`src/pkg/rx_irq_pkg.sv`:
```
// rx_irq_pkg: register map, field masks and event carrier for the
// per-port receive interrupt logic.
// assumes one register access port shared by all receive ports.
package rx_irq_pkg;

  localparam int MAX_PORTS = 4;

  // register offsets
  localparam logic [7:0] PORT_SELECT_ADDR = 8'h4C;
  localparam logic [7:0] RECV_STATUS_ONE_ADDR = 8'h4D;
  localparam logic [7:0] RECV_STATUS_TWO_ADDR = 8'h4E;
  localparam logic [7:0] ERR_EN_HI_ADDR = 8'hD8;
  localparam logic [7:0] EVT_EN_LO_ADDR = 8'hD9;
  localparam logic [7:0] ERR_ST_HI_ADDR = 8'hDA;
  localparam logic [7:0] EVT_ST_LO_ADDR = 8'hDB;

  // reset values
  localparam logic [7:0] PORT_SELECT_RESET = 8'h10;
  localparam logic [7:0] ENABLE_RESET = 8'h00;
  localparam logic [7:0] STATUS_RESET = 8'h00;

  // implemented bits; everything else reads zero
  localparam logic [7:0] HI_MASK = 8'h07;
  localparam logic [7:0] LO_MASK = 8'h77;

  // which status bits each receive status read clears
  localparam logic [7:0] CLR_ONE_HI = 8'h03;
  localparam logic [7:0] CLR_ONE_LO = 8'h07;
  localparam logic [7:0] CLR_TWO_HI = 8'h04;
  localparam logic [7:0] CLR_TWO_LO = 8'h70;

  // port select fields
  localparam int SEL_RD_LSB = 0;
  localparam int SEL_WR_LSB = 4;

  // status bit positions
  localparam int BIT_ENC = 2;
  localparam int BIT_SEQ = 1;
  localparam int BIT_CRC = 0;
  localparam int BIT_LEN = 6;
  localparam int BIT_CNT = 5;
  localparam int BIT_OVF = 4;
  localparam int BIT_PAR = 2;
  localparam int BIT_VALID = 1;
  localparam int BIT_LOCK = 0;

  // events from one receive port; pulses except valid and lock (levels)
  typedef struct packed {
    logic enc_err;
    logic seq_err;
    logic crc_err;
    logic line_length_changed;
    logic line_count_changed;
    logic rx_overflow;
    logic parity_err;
    logic port_valid;
    logic lock;
  } rx_event_t;

endpackage

```
`src/rtl/rx_port_interrupt_logic.sv`:
```
// rx_port_interrupt_logic: per-receive-port interrupt enables, sticky
// status and request outputs, reached through the device register port.
// assumes events come from receiver logic on core_clk (no synchroniser)
// and that the receive status registers themselves live elsewhere.
`timescale 1ns/10ps
`default_nettype none

module rx_port_interrupt_logic
  import rx_irq_pkg::*;
#(
  parameter int NUM_PORTS = MAX_PORTS
) (
  input wire logic core_clk,
  input wire logic rst_n,
  input wire logic [7:0] reg_addr,
  input wire logic [7:0] reg_wdata,
  input wire logic reg_wr,
  input wire logic reg_rd,
  output logic [7:0] reg_rdata,
  output logic reg_hit,
  input wire rx_event_t [NUM_PORTS-1:0] rx_evt,
  output logic [NUM_PORTS-1:0] port_irq,
  output logic irq_any
);

  if (NUM_PORTS < 1 || NUM_PORTS > MAX_PORTS) begin : g_bad_ports
    $error("NUM_PORTS must be 1 to 4");
  end

  ////////////////////////////////////////////////////////////////////////
  // state
  logic [7:0] sel_q, sel_d;
  logic [7:0] en_hi_q [NUM_PORTS];
  logic [7:0] en_hi_d [NUM_PORTS];
  logic [7:0] en_lo_q [NUM_PORTS];
  logic [7:0] en_lo_d [NUM_PORTS];
  logic [7:0] st_hi_q [NUM_PORTS];
  logic [7:0] st_hi_d [NUM_PORTS];
  logic [7:0] st_lo_q [NUM_PORTS];
  logic [7:0] st_lo_d [NUM_PORTS];
  logic [NUM_PORTS-1:0] valid_prev_q, valid_prev_d;
  logic [NUM_PORTS-1:0] lock_prev_q, lock_prev_d;
  logic primed_q, primed_d;
  logic [NUM_PORTS-1:0] irq_q, irq_d;
  logic [7:0] rdata_q, rdata_d;
  logic hit_q, hit_d;
  logic [1:0] rd_port;
  logic rd_port_ok;

  // read side picks one port; an index past the last port reads zero
  assign rd_port = sel_q[SEL_RD_LSB +: 2];
  assign rd_port_ok = (32'(rd_port) < NUM_PORTS);

  ////////////////////////////////////////////////////////////////////////
  // next-state logic for all ports
  always_comb begin
    logic [7:0] set_hi;
    logic [7:0] set_lo;
    logic [7:0] clr_hi;
    logic [7:0] clr_lo;
    logic wr_this;
    logic rd_this;
    set_hi = 8'h00;
    set_lo = 8'h00;
    clr_hi = 8'h00;
    clr_lo = 8'h00;
    wr_this = 1'b0;
    rd_this = 1'b0;
    sel_d = sel_q;
    primed_d = 1'b1;
    if (reg_wr && reg_addr == PORT_SELECT_ADDR) begin
      sel_d = reg_wdata;
    end
    for (int p = 0; p < NUM_PORTS; p++) begin
      en_hi_d[p] = en_hi_q[p];
      en_lo_d[p] = en_lo_q[p];
      // writes reach every port whose write-enable bit is set
      wr_this = reg_wr && sel_q[SEL_WR_LSB + p];
      rd_this = reg_rd && rd_port_ok && (32'(rd_port) == p);
      if (wr_this && reg_addr == ERR_EN_HI_ADDR) begin
        en_hi_d[p] = reg_wdata & HI_MASK;
      end
      if (wr_this && reg_addr == EVT_EN_LO_ADDR) begin
        en_lo_d[p] = reg_wdata & LO_MASK;
      end
      // event capture; level inputs flag on any change once primed
      set_hi = 8'h00;
      set_lo = 8'h00;
      set_hi[BIT_ENC] = rx_evt[p].enc_err;
      set_hi[BIT_SEQ] = rx_evt[p].seq_err;
      set_hi[BIT_CRC] = rx_evt[p].crc_err;
      set_lo[BIT_LEN] = rx_evt[p].line_length_changed;
      set_lo[BIT_CNT] = rx_evt[p].line_count_changed;
      set_lo[BIT_OVF] = rx_evt[p].rx_overflow;
      set_lo[BIT_PAR] = rx_evt[p].parity_err;
      set_lo[BIT_VALID] = primed_q && (rx_evt[p].port_valid != valid_prev_q[p]);
      set_lo[BIT_LOCK] = primed_q && (rx_evt[p].lock != lock_prev_q[p]);
      valid_prev_d[p] = rx_evt[p].port_valid;
      lock_prev_d[p] = rx_evt[p].lock;
      // reads of the receive status registers clear their flag groups
      clr_hi = 8'h00;
      clr_lo = 8'h00;
      if (rd_this && reg_addr == RECV_STATUS_ONE_ADDR) begin
        clr_hi = CLR_ONE_HI;
        clr_lo = CLR_ONE_LO;
      end
      if (rd_this && reg_addr == RECV_STATUS_TWO_ADDR) begin
        clr_hi = CLR_TWO_HI;
        clr_lo = CLR_TWO_LO;
      end
      // set beats clear so an event in the read cycle is kept
      st_hi_d[p] = ((st_hi_q[p] & ~clr_hi) | set_hi) & HI_MASK;
      st_lo_d[p] = ((st_lo_q[p] & ~clr_lo) | set_lo) & LO_MASK;
      // request follows next flags so it drops with the clearing read
      irq_d[p] = |(st_hi_d[p] & en_hi_d[p])
        | |(st_lo_d[p] & en_lo_d[p]);
    end
  end

  ////////////////////////////////////////////////////////////////////////
  // read data mux; registered so the bus sees flop outputs
  always_comb begin
    rdata_d = rdata_q;
    hit_d = 1'b0;
    if (reg_rd) begin
      rdata_d = 8'h00;
      hit_d = 1'b1;
      case (reg_addr)
        PORT_SELECT_ADDR: rdata_d = sel_q;
        ERR_EN_HI_ADDR: if (rd_port_ok) rdata_d = en_hi_q[rd_port];
        EVT_EN_LO_ADDR: if (rd_port_ok) rdata_d = en_lo_q[rd_port];
        ERR_ST_HI_ADDR: if (rd_port_ok) rdata_d = st_hi_q[rd_port];
        EVT_ST_LO_ADDR: if (rd_port_ok) rdata_d = st_lo_q[rd_port];
        default: hit_d = 1'b0; // status one/two answered by their owner
      endcase
    end
  end

  ////////////////////////////////////////////////////////////////////////
  // registers
  always_ff @(posedge core_clk) begin
    if (!rst_n) begin
      sel_q <= PORT_SELECT_RESET;
      primed_q <= 1'b0;
      valid_prev_q <= '0;
      lock_prev_q <= '0;
      irq_q <= '0;
      rdata_q <= 8'h00;
      hit_q <= 1'b0;
      for (int p = 0; p < NUM_PORTS; p++) begin
        en_hi_q[p] <= ENABLE_RESET;
        en_lo_q[p] <= ENABLE_RESET;
        st_hi_q[p] <= STATUS_RESET;
        st_lo_q[p] <= STATUS_RESET;
      end
    end else begin
      sel_q <= sel_d;
      primed_q <= primed_d;
      valid_prev_q <= valid_prev_d;
      lock_prev_q <= lock_prev_d;
      irq_q <= irq_d;
      rdata_q <= rdata_d;
      hit_q <= hit_d;
      for (int p = 0; p < NUM_PORTS; p++) begin
        en_hi_q[p] <= en_hi_d[p];
        en_lo_q[p] <= en_lo_d[p];
        st_hi_q[p] <= st_hi_d[p];
        st_lo_q[p] <= st_lo_d[p];
      end
    end
  end

  assign reg_rdata = rdata_q;
  assign reg_hit = hit_q;
  assign port_irq = irq_q;
  assign irq_any = |irq_q;
endmodule

`default_nettype wire

```
`config.mk`:
```
export PLATFORM = sky130hd
export DESIGN_NAME = rx_port_interrupt_logic
export DESIGN_NICKNAME = d
export VERILOG_FILES = /design/src/pkg/rx_irq_pkg.sv /design/src/rtl/rx_port_interrupt_logic.sv
export SDC_FILE = /design/constraint.sdc
export NUM_CORES = 1
export LEC_CHECK = 0
export BUFFER_PORTS_ARGS = -buffer_cell sky130_fd_sc_hd__buf_2
export CORE_ASPECT_RATIO = 0.75
export CORE_MARGIN = 2
export CORE_UTILIZATION = 40
export CTS_CLUSTER_SIZE = 40
export DETAILED_ROUTE_END_ITERATION = 6
export GPL_ROUTABILITY_DRIVEN = 0
export PLACE_DENSITY_LB_ADDON = 0.2
export SLEW_MARGIN = 5
export SYNTH_ARGS = -nofsm -noshare
export SYNTH_HDL_FRONTEND = slang
export SYNTH_SLANG_ARGS = --single-unit
```
`constraint.sdc`:
```
create_clock -name core_clk -period 2 [get_ports core_clk]
set_input_delay 0 -clock core_clk [delete_from_list [all_inputs] [get_ports core_clk]]
set_output_delay 0 -clock core_clk [all_outputs]
set_load 0.005 [all_outputs]
```
==> flow_summary_export.csv, run 1 <==
group,metric,value,unit
outcome,outcome,"finished, violations left",
outcome,failed_checks,"setup timing",
worst_setup_path,crit_start,"sel_q[1]",
worst_setup_path,critical_path.endpoint,"port_irq[2]",
placed_design,io_buffers,69,
worst_setup_path,worst_ep_arrival_time,2290,ps
placed_design,placed_area,5760,um^2
floorplan,die_h,98.9,um
timing,finalMaxSlewViolations,0,
synthesis,synth_nets,533,
finish,fin_util,57.5,%
timing,tightestPinTransition,551,ps
floorplan,die_area,12900,um^2
synthesis,yosysTopAreaCell,"sky130_fd_sc_hd__dfxtp_1",
worst_setup_path,critPathRequiredTime,2210,ps
clock_network,cts_buffers,9,
timing,setup_ws,-83.6,ps
timing,highest_clock_rate,0.480,GHz
power_and_ir_drop,fin_total_pwr,4440,uW
clock_network,clock-sinks,104,
floorplan,die_width,131,um
grt,grt_remaining_overflow,0,
drt,route.final.wire_length,17.1,mm
synthesis,synthCells,477,
clock_network,cts.htree.levels,3,
worst_setup_path,setup.worst_path.end_class,"register",
floorplan,core.rowCount,34,
worst_setup_path,cp-start-kind,"register",
floorplan,core_outline_area,11700,um^2
finish,n_antenna_cell,0,
clock_network,cts_root_buffer,"sky130_fd_sc_hd__clkbuf_16",
synthesis,mappedNetlistArea,4800,um^2
placed_design,dp_worst_setup_slack,-308,ps
run,cap_viol_max_count,0,
synthesis,ys_top_cells_by_area,"sky130_fd_sc_hd__dfxtp_1 (43%), sky130_fd_sc_hd__mux4_2 (9.9%), sky130_fd_sc_hd__and2_1 (4.3%)",
clock_network,clk_pin_slew,70,ps
finish,finalNetCount,690,
drt,drt-vias-per-instance,5.77,
grt,globalRouteTotalUtil,26.9,%
finish,layout.area.seq,2090,um^2
timing,setup_repair_after_global_routing_missed_its_margin,"true",
finish,syn2layout_area_growth,39.5,%
worst_hold_path,hold_path_class,"input pin to register",
drt,final_antenna_net_count,0,
drt,vias,4623,
timing,fin_worst_hold_slack,13.0,ps
timing,timing.final.crit_period,2080,ps
synthesis,synthDominantCellAreaShare,43.4,%
timing,clock-skew-final,8.65,ps
timing,setup_viol,2,
clock_network,clockBufferDepth,2,
drt,detail_route.iter0.violations,438,
worst_setup_path,critical_path_peak_fanout,5,
timing,worst_max_slew_margin_expressed_relative_to_the_limit,63.1,%
finish,final_cell_area_excluding_filler_cells,6700,um^2
synthesis,synth_enable_flop_cells,0,
timing,final.period_utilization,104,%
drt,drt_first_pass_iters,7,
worst_setup_path,rr_endpoint,"port_irq[2]",
finish,multi_input_area,2720,um^2
drt,routed_wire_length_per_instance,21.3,um
worst_setup_path,timing.reg2reg.setup_slack,-80,ps
placed_design,dp.final_hpwl,12.8,mm
worst_setup_path,path_class,"register to register",
finish,fillCellCount,1051,
synthesis,synthFlopType,"sky130_fd_sc_hd__dfxtp_1",
clock_network,cts_tree,"built",
grt,grt_max_degree,25,
synthesis,ys.warnings.count,0,
worst_hold_path,hold_path.startpoint,"rx_evt[3]",
floorplan,start_util,41.2,%
synthesis,synth.ff_latch_count,104,
power_and_ir_drop,p_leak,0.00271,uW
clock_network,worst_skew_pair.late_latency,350,ps
floorplan,i_o_pin_cnt,70,
worst_setup_path,timing.reg2reg.worst_path_depth,7,
synthesis,yosys.cell_types.count,53,
finish,layout-drive-gt1-share,36.3,%
power_and_ir_drop,ir_worst_vdd,0.000456,V
worst_setup_path,r2r_startpoint,"sel_q[1]",
synthesis,ys_seq_area_share,43.4,%
drt,drc,0,
grt,antenna_found_initial,0,
synthesis,synthArstFlopShare,0,%
grt,grt_pass1_vias,4411,
power_and_ir_drop,powerDensity,663,nW/um^2
synthesis,syn_avg_cell_area,10.1,um^2
timing,timing_hold_violations_final,0,
grt,grt_pass1_wl,25.7,mm
-- cell type report --
type | count | share of cell area (%)
clock buffer | 11 | 3.47
sequential | 104 | 31.2
inverter | 10 | 0.560
timing repair buffer | 183 | 20.3
tap | 162 | 3.03
multi-input combinational | 326 | 40.5
clock inverter | 5 | 0.859
-- flip-flops by register name, indices dropped and copies added, names as in the netlist, named ones only --
name          cells
st_lo_q          24
en_hi_q          12
st_hi_q          12
lock_prev_q       4
valid_prev_q      4
reg_hit           1
en_lo_q          24
sel_q             8
port_irq          4
reg_rdata         8
primed_q          1
-- how the worst min path moves through the flow --
| stage | endpoint | slack (ps) | cells after the start |
|---|---|---|---|
| after floorplan | primed_q | 30 | 0 |
| after global placement | valid_prev_q[0] | 230 | 2 |
| after detailed placement | valid_prev_q[2] | 230 | 2 |
| after CTS | sel_q[2] | 0.4 | 3 |
| after global routing | sel_q[2] | 9 | 3 |
| final | st_lo_q[0][3] | 10 | 3 |
-- worst max-delay path, stage by stage (launching register included) --
cell	delay [ps]
sky130_fd_sc_hd__dfxtp_4	370
sky130_fd_sc_hd__nand3b_1	130
sky130_fd_sc_hd__buf_6	150
sky130_fd_sc_hd__buf_4	140
sky130_fd_sc_hd__or3_4	330
sky130_fd_sc_hd__a21o_4	230
sky130_fd_sc_hd__a222oi_1	420
sky130_fd_sc_hd__a41oi_1	170
-- cell families after synthesis --
| group | count (synthesis) | share of synthesized area [%] |
|---|---|---|
| flip-flops | 104 | 43.4 |
| XOR/XNOR | 8 | 1.46 |
| AO/OA/AOI/OAI | 114 | 16.4 |
| multiplexers | 50 | 16.3 |
| buffers and inverters | 47 | 3.94 |
| AND/OR/NAND/NOR | 154 | 18.6 |
-- power breakdown --
group / switching (uW) / leakage, uW / internal [uW]
combinational: 248 / 0.00172 / 247
sequential: 43.0 / 0.000854 / 2130
clock: 798 / 0.000132 / 970
total: 1090 / 0.00271 / 3350
-- per-stage QoR --
step | TNS (ps) | instances
6_report | -159 | 801
5_1_grt | -444 | 801
4_1_cts | -153 | 796
3_5_place_dp | -885 | 742
3_3_place_gp | -798 | 742
2_1_floorplan | 0 | 477
-- layer usage --
metal	global-route usage, %	wire length (um)
met3	8.90	1860
met2	38.8	7200
met5	0	0
met4	7.12	412
met1	38.6	7590
-- cell usage after synthesis, drive strengths merged (2+ instances only) --
library cell / n
a32oi: 3
nand2b: 2
nor2: 33
or4: 5
o21ai: 6
nand4bb: 4
xor2: 8
buf: 11
mux2: 15
nand2: 19
o22a: 5
a21oi: 38
a21o: 8
o41ai: 3
a22oi: 13
a2111oi: 3
nor3: 4
nand3: 13
mux4: 21
and3b: 2
inv: 10
nand4b: 5
dfxtp: 104
nand3b: 5
a22o: 3
and2: 33
nand4: 11
a31oi: 4
and4b: 2
nor4bb: 2
clkbuf: 26
o31ai: 18
or3: 7
a222oi: 3
mux2i: 14
or3b: 2
-- timing repair --
item | CTS | global route
gates resized for setup | 18 | 30
hold buffers | 36 | 1
cloned | 0 | 1
buffers inserted | 2 | 3
setup endpoints to repair | 7 | 11
pin swaps | 5 | 14
hold endpoints to repair | 36 | 1
-- cells in the final DEF (no fill, tap or decap), types with 5 or more instances in the layout --
cell type	instances
sky130_fd_sc_hd__mux2_2	12
sky130_fd_sc_hd__buf_2	69
sky130_fd_sc_hd__a21oi_1	36
sky130_fd_sc_hd__or3_1	5
sky130_fd_sc_hd__nand2_1	19
sky130_fd_sc_hd__mux4_2	21
sky130_fd_sc_hd__buf_4	70
sky130_fd_sc_hd__o31ai_1	15
sky130_fd_sc_hd__nand3_1	13
sky130_fd_sc_hd__o22a_1	5
sky130_fd_sc_hd__dfxtp_1	100
sky130_fd_sc_hd__clkbuf_16	10
sky130_fd_sc_hd__nand4_1	11
sky130_fd_sc_hd__and2_1	33
sky130_fd_sc_hd__xor2_1	8
sky130_fd_sc_hd__a22oi_2	6
sky130_fd_sc_hd__dlygate4sd3_1	37
sky130_fd_sc_hd__inv_1	9
sky130_fd_sc_hd__nand4b_1	5
sky130_fd_sc_hd__a21o_1	7
sky130_fd_sc_hd__a22oi_1	7
sky130_fd_sc_hd__nand3b_1	5
sky130_fd_sc_hd__nor2_1	33
sky130_fd_sc_hd__mux2i_1	14
Power figures use the tool's default switching activity.
==> inputs of run 2 (changes only) <==
--- a/config.mk
+++ b/config.mk
@@ -13,6 +13,7 @@
 export DETAILED_ROUTE_END_ITERATION = 6
 export GPL_ROUTABILITY_DRIVEN = 0
 export PLACE_DENSITY_LB_ADDON = 0.2
+export SKIP_CTS_REPAIR_TIMING = 1
 export SLEW_MARGIN = 5
 export SYNTH_ARGS = -nofsm -noshare
 export SYNTH_HDL_FRONTEND = slang
==> flow_summary_export.csv, run 2 (same netlist as run 1, synthesis figures left out) <==
group,metric,value,unit
finish,final_cell_area_excluding_filler_cells,6520,um^2
timing,worst_max_slew_margin_expressed_relative_to_the_limit,62.1,%
clock_network,clk_pin_slew,70,ps
power_and_ir_drop,powerDensity,680,nW/um^2
finish,syn2layout_area_growth,35.8,%
clock_network,clockBufferDepth,2,
worst_setup_path,timing.reg2reg.setup_slack,-100,ps
worst_setup_path,critical_path.top_delay_family,"simple AND/OR/NAND/NOR gates",
floorplan,die_width,131,um
run,cap_viol_max_count,0,
timing,finalMaxSlewViolations,0,
clock_network,clock-sinks,104,
outcome,outcome,"finished, violations left",
timing,clock-skew-final,8.09,ps
clock_network,cts.htree.levels,3,
finish,final_cell_count_no_fill,790,
floorplan,die_h,98.9,um
floorplan,die_area,12900,um^2
clock_network,cts_root_buffer,"sky130_fd_sc_hd__clkbuf_16",
worst_hold_path,whs_path_depth,3,
worst_setup_path,rr_endpoint,"port_irq[0]",
worst_setup_path,path_class,"register to register",
placed_design,dp_worst_setup_slack,-308,ps
grt,antenna_found_initial,0,
drt,route.final.wire_length,17.0,mm
worst_setup_path,worstPathBufferInverterCount,0,
worst_setup_path,r2r_startpoint,"sel_q[1]",
grt,globalRouteMet2Util,37.5,%
power_and_ir_drop,ir_worst_vdd,0.000454,V
worst_setup_path,cpPeakStageDelay,470,ps
grt,groute.layer.met3.usage,8.47,%
worst_setup_path,setup.worst_path.end_class,"register",
outcome,failed_checks,"hold timing, setup timing",
grt,grt_pass1_vias,4307,
finish,layout_top_registers,"en_lo_q x24, st_lo_q x24",
grt,grt_max_degree,25,
timing,fin_worst_hold_slack,-33.9,ps
drt,drt-vias-per-instance,5.81,
drt,routed_wire_length_per_instance,21.6,um
worst_hold_path,worst_hold_path.endpoint,"st_hi_q[1][2]",
finish,commonest_non_fill_non_tap_cell_in_the_layout,"sky130_fd_sc_hd__dfxtp_1",
grt,grt_remaining_overflow,0,
drt,drc,0,
grt,globalRouteTotalUtil,26.5,%
grt,grt_pass1_wl,25.2,mm
timing,timing.final.crit_period,2100,ps
power_and_ir_drop,p_leak,0.00265,uW
clock_network,worst_skew_pair.late_latency,350,ps
finish,layout-drive-gt1-share,34.6,%
finish,most-common-layout-cells,"sky130_fd_sc_hd__dfxtp_1 (102), sky130_fd_sc_hd__buf_2 (69), sky130_fd_sc_hd__buf_4 (68)",
grt,globalRoute.busiestLayer,"met1",
placed_design,dp.final_hpwl,12.8,mm
worst_setup_path,crit_chain,"or3b_4 > or4_4 > a21o_1 > a2111oi_4 > a31oi_1",
finish,n_antenna_cell,0,
power_and_ir_drop,fin_total_pwr,4430,uW
floorplan,i_o_pin_cnt,70,
grt,grtUsageMet1,38.8,%
worst_setup_path,worst_ep_arrival_time,2330,ps
timing,highest_clock_rate,0.476,GHz
placed_design,placed_area,5760,um^2
drt,drt_first_pass_iters,5,
timing,setup_viol,3,
floorplan,start_util,41.2,%
placed_design,io_buffers,69,
placed_design,dp_cells,742,
timing,totalNegativeSetupSlack,-279,ps
worst_setup_path,critical_path_peak_fanout,5,
worst_setup_path,cp-start-kind,"register",
worst_setup_path,timing.reg2reg.worst_path_depth,5,
drt,vias,4591,
worst_hold_path,hold_path.startpoint,"rx_evt[17]",
timing,tightestPinTransition,567,ps
clock_network,cts_tree,"built",
timing,final.period_utilization,105,%
drt,detail_route.iter0.violations,432,
floorplan,core_outline_area,11700,um^2
worst_setup_path,crit_path_top_delay_cell,"sky130_fd_sc_hd__or4_4",
worst_hold_path,hold_path_class,"input pin to register",
timing,setup_repair_after_global_routing_missed_its_margin,"true",
floorplan,core.rowCount,34,
drt,final_antenna_net_count,0,
timing,timing_hold_violations_final,3,
finish,finalNetCount,679,
timing,setup_ws,-99.3,ps
worst_setup_path,critPathRequiredTime,2230,ps
clock_network,cts_buffers,9,
finish,fillCellCount,1067,
run 2: worst max-delay path by stage:
stage	from	slack (ps)	cells after the start	end
floorplan	sel_q[1]	2	6	port_irq[0]
finish	sel_q[1]	-100	5	port_irq[0]
detailed placement	sel_q[0]	-310	6	port_irq[2]
global placement	sel_q[0]	-230	8	port_irq[0]
CTS	sel_q[0]	-330	6	port_irq[2]
global route	sel_q[1]	-160	6	port_irq[0]
run 2: metrics by stage:
stage / util, % / hold slack, ps
2_1_floorplan: - / 27.7
3_3_place_gp: 49.4 / 229
3_5_place_dp: 49.4 / 234
4_1_cts: 51.9 / -130
5_1_grt: 55.9 / -0.0455
6_report: 55.9 / -33.9
run 2: routing by layer:
layer  wire [um]  up-vias
met4         308        0
met3        1900       25
met5           0        -
li1            -     2083
met2        7240      254
met1        7580     2229
run 2: final cells by class:
type | count | area, um^2 | share of cell area, %
inverters | 10 | 37.5 | 0.576
repair buffers | 172 | 1250 | 19.2
clock buffers | 11 | 233 | 3.57
flip-flops and latches | 104 | 2090 | 32.1
clock inverters | 5 | 57.6 | 0.883
well taps | 162 | 203 | 3.11
multi-input cells | 326 | 2650 | 40.6
run 2: power by group:
group          total (uW)  switching [uW]  internal, uW
combinational         478             244           235
clock                1780             807           971
sequential           2170            42.6          2130
run 2: worst register-to-register path, delay by kind of cell (launching register included):
| kind | cells | cell delay (ps) |
|---|---|---|
| AO/OA/AOI/OAI | 3 | 710 |
| flip-flops | 1 | 360 |
| AND/OR/NAND/NOR | 2 | 900 |
